File: src/verilog/kds_pkg.sv
// Constants shared by the front-panel keypad and display scanner.
// Assumes one 200 MHz system clock and a host that writes raw segment patterns.
package kds_pkg;
   localparam int CLK_FREQ_MHZ = 200;
   localparam int DIGIT_TIME_NS = 2000;
   localparam int BLANK_TIME_NS = 500;
   localparam int DIGIT_CYCLES = DIGIT_TIME_NS * CLK_FREQ_MHZ / 1000;
   localparam int BLANK_CYCLES = (BLANK_TIME_NS * CLK_FREQ_MHZ + 999) / 1000;
   localparam logic [11:0] DIGIT_LAST = 12'(DIGIT_CYCLES - 1);
   localparam logic [11:0] BLANK_LAST = 12'(BLANK_CYCLES - 1);
   localparam int NUM_DIGITS = 16;
   localparam int DIGITS_B_USED = 14;
   localparam int LED_GROUP_FIRST = 9;
   localparam int LED_GROUPS = 5;
   localparam int KEY_ROWS = 8;
   localparam logic [3:0] LAST_DIGIT = 4'hf;
   localparam logic [7:0] SEG_RESET = 8'h00;
   localparam logic [2:0] PANEL_SEL_A = 3'h0;
   localparam logic [2:0] PANEL_SEL_B = 3'h1;
   localparam logic [2:0] HOST_INT_PRIORITY = 3'h3;
   localparam logic [2:0] DEBOUNCE_FRAMES = 3'h3;
   localparam logic [63:0] KEY_USED_MASK = 64'h00ff_ffff_ffff_ffff;
   localparam int RDATA_PENDING_BIT = 7;
endpackage : kds_pkg

File: src/verilog/kds_disp.sv
// One display controller: segment store, digit scan timer and blanking.
// Assumes an active-low reset already synchronised to clk and one digit write per cycle.
`timescale 1ns/100ps
module kds_disp
   import kds_pkg::*;
(
   input wire logic clk,
   input wire logic rst_n,
   input wire logic wr_en,
   input wire logic [3:0] wr_digit,
   input wire logic [7:0] wr_data,
   output logic [3:0] scan_code_q,
   output logic blank_n_q,
   output logic [7:0] seg_q,
   output logic slot_end
);
   logic [11:0] tmr_q;
   logic [11:0] tmr_d;
   logic [3:0] scan_code_d;
   logic blank_n_d;
   logic [7:0] seg_d;
   logic [7:0] ram_q [NUM_DIGITS];

   // Each digit is stored raw; the host supplies the segment pattern.
   genvar gi;
   generate
      for (gi = 0; gi < NUM_DIGITS; gi++) begin : g_ram
         always_ff @(posedge clk or negedge rst_n) begin
            if (!rst_n) begin
               ram_q[gi] <= SEG_RESET;
            end else if (wr_en && wr_digit == 4'(gi)) begin
               ram_q[gi] <= wr_data;
            end
         end
      end
   endgenerate

   assign slot_end = (tmr_q == DIGIT_LAST);

   always_comb begin
      tmr_d = tmr_q + 12'h001;
      scan_code_d = scan_code_q;
      if (slot_end) begin
         tmr_d = 12'h000;
         scan_code_d = scan_code_q + 4'h1;
      end
      // Blank the start of every slot so the old digit fades before the new one.
      blank_n_d = (tmr_d > BLANK_LAST);
      seg_d = ram_q[scan_code_d];
   end

   always_ff @(posedge clk or negedge rst_n) begin
      if (!rst_n) begin
         tmr_q <= 12'h000;
         scan_code_q <= 4'h0;
         blank_n_q <= 1'b0;
         seg_q <= SEG_RESET;
      end else begin
         tmr_q <= tmr_d;
         scan_code_q <= scan_code_d;
         blank_n_q <= blank_n_d;
         seg_q <= seg_d;
      end
   end
endmodule : kds_disp

File: src/verilog/kds_top.sv
// Front-panel scanner: host decode, two display scanners, digit decoders and key scan.
// Assumes host signals synchronous to CLK_SYS and a one-cycle HOST_STROBE per access.
`timescale 1ns/100ps
module kds_top
   import kds_pkg::*;
(
   input wire logic CLK_SYS,
   input wire logic RST_B,
   input wire logic HOST_STROBE,
   input wire logic HOST_WRITE,
   input wire logic [2:0] PANEL_ADDRESS_BITS,
   input wire logic [3:0] HOST_DIGIT,
   input wire logic [7:0] HOST_WDATA,
   input wire logic [7:0] KEY_RETURN_LINES,
   output logic [7:0] HOST_RDATA,
   output logic HOST_RVALID,
   output logic HOST_INT_N,
   output logic [2:0] HOST_INT_LEVEL,
   output logic [3:0] SCAN_CODE_A,
   output logic [3:0] SCAN_CODE_B,
   output logic BLANK_DIGITS_A_N,
   output logic BLANK_DIGITS_B_N,
   output logic [3:0] SEGMENT_BUS_A_LOW,
   output logic [3:0] SEGMENT_BUS_A_HIGH,
   output logic [3:0] SEGMENT_BUS_B_LOW,
   output logic [3:0] SEGMENT_BUS_B_HIGH,
   output logic [15:0] DIGIT_ANODE_A,
   output logic [13:0] DIGIT_ANODE_B,
   output logic [4:0] KEY_LED_ANODE,
   output logic [7:0] KEY_LED_CATHODE,
   output logic [7:0] KEY_SELECT
);
   logic rst_meta_q;
   logic rst_n;

   always_ff @(posedge CLK_SYS or negedge RST_B) begin
      if (!RST_B) begin
         rst_meta_q <= 1'b0;
         rst_n <= 1'b0;
      end else begin
         rst_meta_q <= 1'b1;
         rst_n <= rst_meta_q;
      end
   end

   // Host strobe decode: one select per controller.
   logic sel_a;
   logic sel_b;
   assign sel_a = HOST_STROBE && (PANEL_ADDRESS_BITS == PANEL_SEL_A);
   assign sel_b = HOST_STROBE && (PANEL_ADDRESS_BITS == PANEL_SEL_B);

   logic [7:0] seg_a;
   logic [7:0] seg_b;
   logic slot_end_a;
   logic slot_end_b;

   kds_disp u_disp_a (
      .clk(CLK_SYS),
      .rst_n(rst_n),
      .wr_en(sel_a && HOST_WRITE),
      .wr_digit(HOST_DIGIT),
      .wr_data(HOST_WDATA),
      .scan_code_q(SCAN_CODE_A),
      .blank_n_q(BLANK_DIGITS_A_N),
      .seg_q(seg_a),
      .slot_end(slot_end_a)
   );

   kds_disp u_disp_b (
      .clk(CLK_SYS),
      .rst_n(rst_n),
      .wr_en(sel_b && HOST_WRITE),
      .wr_digit(HOST_DIGIT),
      .wr_data(HOST_WDATA),
      .scan_code_q(SCAN_CODE_B),
      .blank_n_q(BLANK_DIGITS_B_N),
      .seg_q(seg_b),
      .slot_end(slot_end_b)
   );

   assign SEGMENT_BUS_A_LOW = seg_a[3:0];
   assign SEGMENT_BUS_A_HIGH = seg_a[7:4];
   assign SEGMENT_BUS_B_LOW = seg_b[3:0];
   assign SEGMENT_BUS_B_HIGH = seg_b[7:4];

   // Digit decoders and key select, registered so the pins come from flops.
   // They lag the scan code by one cycle, so each digit select is also dropped on the last cycle of a slot; the key select is not.
   // Otherwise the old digit would flash for one cycle with the new digit's segments.
   logic [15:0] anode_a_d;
   logic [13:0] anode_b_d;
   logic [4:0] led_anode_d;
   logic [7:0] led_cathode_d;
   logic [7:0] key_select_d;
   logic [15:0] dec_b;

   always_comb begin
      anode_a_d = 16'h0000;
      if (BLANK_DIGITS_A_N && !slot_end_a) begin
         anode_a_d[SCAN_CODE_A] = 1'b1;
      end
      dec_b = 16'h0000;
      if (BLANK_DIGITS_B_N && !slot_end_b) begin
         dec_b[SCAN_CODE_B] = 1'b1;
      end
      anode_b_d = dec_b[DIGITS_B_USED-1:0];
      led_anode_d = dec_b[LED_GROUP_FIRST +: LED_GROUPS];
      // Separate cathode drive only while a key LED group is lit.
      led_cathode_d = (|led_anode_d) ? seg_b : 8'h00;
      key_select_d = 8'h00;
      key_select_d[SCAN_CODE_B[2:0]] = 1'b1;
   end

   always_ff @(posedge CLK_SYS or negedge rst_n) begin
      if (!rst_n) begin
         DIGIT_ANODE_A <= 16'h0000;
         DIGIT_ANODE_B <= 14'h0000;
         KEY_LED_ANODE <= 5'h00;
         KEY_LED_CATHODE <= 8'h00;
         KEY_SELECT <= 8'h00;
      end else begin
         DIGIT_ANODE_A <= anode_a_d;
         DIGIT_ANODE_B <= anode_b_d;
         KEY_LED_ANODE <= led_anode_d;
         KEY_LED_CATHODE <= led_cathode_d;
         KEY_SELECT <= key_select_d;
      end
   end

   // Key scan on the second controller only; the first never samples returns.
   // Returns are sampled at the end of each of the first eight slots of a frame,
   // when the select line has been stable since the second cycle of the slot.
   logic [1:0] hits_q;
   logic [1:0] hits_d;
   logic [5:0] hit_code_q;
   logic [5:0] hit_code_d;
   logic [5:0] stab_code_q;
   logic [5:0] stab_code_d;
   logic [2:0] stab_cnt_q;
   logic [2:0] stab_cnt_d;
   logic reported_q;
   logic reported_d;
   logic [5:0] key_code_q;
   logic [5:0] key_code_d;
   logic pending_q;
   logic pending_d;
   logic new_key;
   logic sample;
   logic frame_end;
   logic [5:0] pos;

   assign sample = slot_end_b && !SCAN_CODE_B[3];
   assign frame_end = slot_end_b && (SCAN_CODE_B == LAST_DIGIT);

   always_comb begin
      hits_d = hits_q;
      hit_code_d = hit_code_q;
      stab_code_d = stab_code_q;
      stab_cnt_d = stab_cnt_q;
      reported_d = reported_q;
      key_code_d = key_code_q;
      new_key = 1'b0;
      pos = 6'h00;
      if (sample) begin
         for (int i = 0; i < KEY_ROWS; i++) begin
            pos = {SCAN_CODE_B[2:0], 3'(i)};
            // Empty crossings are masked so noise there is never a key.
            if (KEY_RETURN_LINES[i] && KEY_USED_MASK[pos]) begin
               if (hits_d != 2'h2) begin
                  hits_d = hits_d + 2'h1;
               end
               hit_code_d = pos;
            end
         end
      end
      if (frame_end) begin
         hits_d = 2'h0;
         hit_code_d = 6'h00;
         if (hits_q == 2'h0) begin
            stab_cnt_d = 3'h0;
            reported_d = 1'b0;
         end else if (hits_q == 2'h1) begin
            if (hit_code_q != stab_code_q) begin
               stab_code_d = hit_code_q;
               stab_cnt_d = 3'h1;
               reported_d = 1'b0;
            end else if (stab_cnt_q != DEBOUNCE_FRAMES) begin
               stab_cnt_d = stab_cnt_q + 3'h1;
            end
            // A key counts once it has been alone and steady for enough frames.
            if (stab_cnt_d == DEBOUNCE_FRAMES && !reported_d) begin
               new_key = 1'b1;
               reported_d = 1'b1;
               key_code_d = stab_code_d;
            end
         end
         // Two or more keys down: hold state, so no key is reported until one remains.
      end
   end

   // The set wins over a read in the same cycle, so no closure is lost.
   always_comb begin
      pending_d = pending_q;
      if (sel_b && !HOST_WRITE) begin
         pending_d = 1'b0;
      end
      if (new_key) begin
         pending_d = 1'b1;
      end
   end

   always_ff @(posedge CLK_SYS or negedge rst_n) begin
      if (!rst_n) begin
         hits_q <= 2'h0;
         hit_code_q <= 6'h00;
         stab_code_q <= 6'h00;
         stab_cnt_q <= 3'h0;
         reported_q <= 1'b0;
         key_code_q <= 6'h00;
         pending_q <= 1'b0;
      end else begin
         hits_q <= hits_d;
         hit_code_q <= hit_code_d;
         stab_code_q <= stab_code_d;
         stab_cnt_q <= stab_cnt_d;
         reported_q <= reported_d;
         key_code_q <= key_code_d;
         pending_q <= pending_d;
      end
   end

   // Host read answer and interrupt pins.
   logic [7:0] rdata_d;
   logic rvalid_d;
   logic int_n_d;
   logic [2:0] int_level_d;

   always_comb begin
      rdata_d = HOST_RDATA;
      rvalid_d = 1'b0;
      if (HOST_STROBE && !HOST_WRITE) begin
         rvalid_d = 1'b1;
         rdata_d = 8'h00;
         if (sel_b) begin
            rdata_d[5:0] = key_code_q;
            rdata_d[RDATA_PENDING_BIT] = pending_q;
         end
      end
      // The request is active high inside and leaves inverted.
      int_n_d = !pending_d;
      int_level_d = pending_d ? HOST_INT_PRIORITY : 3'h0;
   end

   always_ff @(posedge CLK_SYS or negedge rst_n) begin
      if (!rst_n) begin
         HOST_RDATA <= 8'h00;
         HOST_RVALID <= 1'b0;
         HOST_INT_N <= 1'b1;
         HOST_INT_LEVEL <= 3'h0;
      end else begin
         HOST_RDATA <= rdata_d;
         HOST_RVALID <= rvalid_d;
         HOST_INT_N <= int_n_d;
         HOST_INT_LEVEL <= int_level_d;
      end
   end
endmodule : kds_top

File: config.mk
export PLATFORM = sky130hd
export DESIGN_NAME = kds_top
export DESIGN_NICKNAME = d
export VERILOG_FILES = /design/src/verilog/kds_pkg.sv /design/src/verilog/kds_disp.sv /design/src/verilog/kds_top.sv
export SDC_FILE = /design/constraint.sdc
export NUM_CORES = 1
export LEC_CHECK = 0
export ABC_CLOCK_PERIOD_IN_PS = 16100
export BUFFER_PORTS_ARGS = -buffer_cell sky130_fd_sc_hd__buf_4
export CORE_MARGIN = 5
export CORE_UTILIZATION = 30
export DETAILED_ROUTE_END_ITERATION = 7
export GPL_TIMING_DRIVEN = 0
export SYNTH_ARGS = -nofsm -noshare
export SYNTH_HDL_FRONTEND = slang
export SYNTH_SLANG_ARGS = --single-unit
File: constraint.sdc
create_clock -name CLK_SYS -period 16.1 [get_ports CLK_SYS]
set_input_delay 3.22 -clock CLK_SYS [delete_from_list [all_inputs] [get_ports CLK_SYS]]
set_output_delay 3.22 -clock CLK_SYS [all_outputs]
set_load 0.1 [all_outputs]
==> impl_summary.log <==
INFO  metric outcome = finished with violations
INFO  metric failed_checks = max-capacitance violations
INFO  metric post_cts_resize_count = 0
INFO  metric cts_inserted_buffers = 43
INFO  metric final-max-slew-violation-count = 0
INFO  metric grt_first_pass_wirelength = 69,600 µm
INFO  metric antenna_violations_before_repair = 4
INFO  metric p_leak = 10.2 nW
INFO  metric yosys_warnings = 0
INFO  metric placement_rows = 88
INFO  metric die_area = 63,400 µm²
INFO  metric synthToLayoutAreaGrowth = 19.2%
INFO  metric yosysTopAreaCell = dfrtp_1
INFO  metric layout.nets = 1,580
INFO  metric drt-total-wl = 44,200 µm
INFO  metric synth.distinct_cells = 71
INFO  metric final_min_period_over_clock_period = 38.3%
INFO  metric clock-skew-final = 22.9 ps
INFO  metric cap_viol_max_count = 1
INFO  metric setup_viol = 0
INFO  metric cp_num_buf_inv = 2
INFO  metric final_cell_count_no_fill = 2,336
INFO  metric ys.flop_type = dfrtp_1
INFO  metric critPathArrivalTime = 6630 ps
INFO  metric die-height = 252 µm
INFO  metric clk-insertion-delay-late = 570 ps
INFO  metric core_area = 57,800 µm²
INFO  metric globalRouteTotalUtil = 13.8%
INFO  metric worstSetupStartpointType = input pin
INFO  metric synth-edff-count = 0
INFO  metric number_of_instances_in_the_placed_design = 2,256
INFO  metric hp-class = register to asynchronous set/reset pin
INFO  metric gr-total-overflow = 0
INFO  metric post_drt_via_cell_ratio = 4.91
INFO  metric cell_at_the_root_of_the_clock_tree = clkbuf_16
INFO  metric setup_total_negative_slack = 0 ps
INFO  metric cp.required = 16,560 ps
INFO  metric critical_path.endpoint = hits_q[1]$_DFFE_PN0P_
INFO  metric yosys-top-cells-area = dfrtp_1 (55%), mux2_2 (18%), nand2_1 (2.8%)
INFO  metric mappedNetlistArea = 17,500 µm²
INFO  metric ys_seq_elements = 388
INFO  metric start_util = 30.4%
INFO  metric io_pins = 117
INFO  metric h-tree-depth = 2
INFO  metric cts_post_setup_buffers_inserted = 0
INFO  metric cp-startpoint = KEY_RETURN_LINES[0]
INFO  metric post-layout-total-power = 0.00213 W
INFO  metric period_needed = 6170 ps
INFO  metric timing.critical_path.cells = buf_4, clkbuf_1, or3b_2, o32a_1, o41ai_1, a21o_1, nand4_1, nand3_1, a21oi_1, ha_1, o21ai_0, a211o_1, ha_1, a32oi_1, o21ai_1
INFO  metric via_count = 11,500
INFO  metric crit_path_frequent_cell = ha_1
INFO  metric vdd.ir_drop.worst = 0.0672 mV
INFO  metric synth_largest_type_area_fraction = 55.2%
INFO  metric timing.fmax = 162 MHz
INFO  metric cts-root-to-sink-buffers = 3
INFO  metric die_width = 252 µm
INFO  metric drt-wirelength-per-cell = 18.9 µm
INFO  metric slew_headroom = 1.17%
INFO  metric ff2ff_path_depth = 15
INFO  metric worst_slack = 9930 ps
INFO  metric layout_commonest_cell = dfrtp_1
INFO  metric synth.yosys.seq_area_share = 55.3%
INFO  metric place.port_buffers = 110
INFO  metric ratio_of_cells_with_drive_above_1_in_the_final_layout = 33.5%
INFO  metric synthesis.area_per_instance = 12.8 µm²
INFO  metric dp_slack = 9410 ps
INFO  metric slew_at_the_pin_closest_to_its_max_slew_limit = 1470 ps
INFO  metric cts.hold.buffers_added = 0
INFO  metric crit_fanout = 10
INFO  metric rr_startpoint = u_disp_b.scan_code_q[0]$_DFF_PN0_
INFO  metric reg2reg_slack = 11,970 ps
INFO  metric postSynth.asyncResetShare = 100%
INFO  metric place_hpwl = 30,500 µm
INFO  metric grt_start_max_net_pins = 72
INFO  metric post-route-util = 36.2%
INFO  metric grt_pass1_vias = 11,900
INFO  metric cp_slowest_cell = or3b_2
INFO  metric cp_num_cells = 15
INFO  metric cpPeakStageDelay = 500 ps
INFO  metric hold_violations = 0
INFO  metric timing.critical_path.max_delay_family = compound AO/OA/AOI/OAI gates
INFO  metric cp-end-kind = register
INFO  metric detail-route-antenna-nets = 0
INFO  metric cts_tree = done
INFO  metric critical_path.reg2reg.endpoint = hits_q[1]$_DFFE_PN0P_
INFO  metric gpl.final_weighted_congestion = 0.848
INFO  metric critical_path_class = input pin to register
INFO  metric power_per_cell_area = 102 nW/µm²
INFO  metric path_clk_slew = 60 ps
INFO  metric clock-sinks = 388
INFO  metric gate_count_of_the_mapped_netlist = 1,374
INFO  metric rsz_0062_raised_after_global_routing = false
INFO  metric drc_errors = 0
INFO  metric layout_common_cells = dfrtp_1 (386), mux2_2 (284), nand2_1 (131)
INFO  metric dr.pass1.iters = 5
INFO  metric detailedRoute.firstIterationViolations = 635
==> sequential cells by signal, summed over array words and instances (netlist names), 7 cells and up <==
signal	cells
u_disp_b.tmr_q	12
u_disp_a.tmr_q	12
DIGIT_ANODE_A	16
HOST_RDATA	7
DIGIT_ANODE_B	10
u_disp_a.ram_q	128
KEY_SELECT	8
u_disp_a.seg_q	8
u_disp_b.ram_q	128
u_disp_b.seg_q	8
KEY_LED_CATHODE	8
==> cell type report <==
type / count / area [µm²]
clock inverters: 10 / 98.8
repair buffers: 116 / 991
flip-flops and latches: 388 / 9710
clock buffers: 68 / 1310
well taps: 765 / 957
fillers: 5591 / 36900
multi-input cells: 883 / 7370
plain buffers: 83 / 384
diodes: 2 / 5.00
inverters: 21 / 78.8
==> metrics by stage <==
step | instance area (µm²) | hold WS [ps]
final | 20900 | 332
after global routing | 20900 | 356
after CTS | 20900 | 353
after detailed placement | 19500 | 338
after global placement | 19300 | 336
after floorplan | 17500 | 331
==> worst reg2reg max path, delay by kind of cell, from the launching register on <==
kind	cells	cell delay, ps
flip-flops	1	510
buffers and inverters	1	360
adder cells (fa/ha/maj)	3	770
AND/OR/NAND/NOR	3	390
AO/OA/AOI/OAI	8	1990
==> Yosys cell counts, drive strengths merged (13+ instances only) <==
cell type and number:
dfrtp 387, mux2 284, nand2 132, nor2 69, clkbuf 59, nand3 42
nor3 33, a21oi 32, mux4 32, mux2i 28, buf 24, and2 20
inv 20, a31oi 17, ha 17, xnor2 17, xor2 17, o21ai 13
==> power breakdown <==
group	switching [W]	leakage, nW	internal (W)
combinational	0.0000773	4.25	0.0000497
sequential	0.0000179	5.31	0.00101
clock	0.000401	0.688	0.000575
total	0.000496	10.2	0.00163
==> worst min path at each step <==
stage	from	end	slack, ps	depth (start not counted)
after global placement	rst_meta_q$_DFF_PN0_	rst_n$_DFF_PN0_	340	0
final	rst_n$_DFF_PN0_	u_disp_b.ram_q[123]$_DFFE_PN0P_	330	0
after detailed placement	rst_meta_q$_DFF_PN0_	rst_n$_DFF_PN0_	340	0
after global routing	rst_meta_q$_DFF_PN0_	rst_n$_DFF_PN0_	360	0
after floorplan	rst_meta_q$_DFF_PN0_	rst_n$_DFF_PN0_	330	0
after CTS	rst_meta_q$_DFF_PN0_	rst_n$_DFF_PN0_	350	0
==> kinds of logic after synthesis <==
kind of cell | count (synthesis) | share of synthesized area (%)
other | 2 | 0.0428
xor gates and xnor gates | 34 | 1.74
buffers and inverters | 104 | 2.64
adders and majority gates | 19 | 1.33
AOI/OAI and AO/OA | 124 | 4.81
and+or+nand+nor | 359 | 9.92
DFF | 388 | 55.3
muxes | 344 | 24.2
==> routing by layer <==
metal  routed length, µm  GRT usage (%)  part of all wire (%)  vias to the layer above
met5                  21              0                 0.047                        -
met4                 904           4.05                   2.0                        4
met3                2400           2.37                   5.4                       56
met2               21100           22.5                    48                      290
met1               19800           19.0                    45                     5859
li1                    -              -                     -                     5257
(Power assumes the default switching activity.)
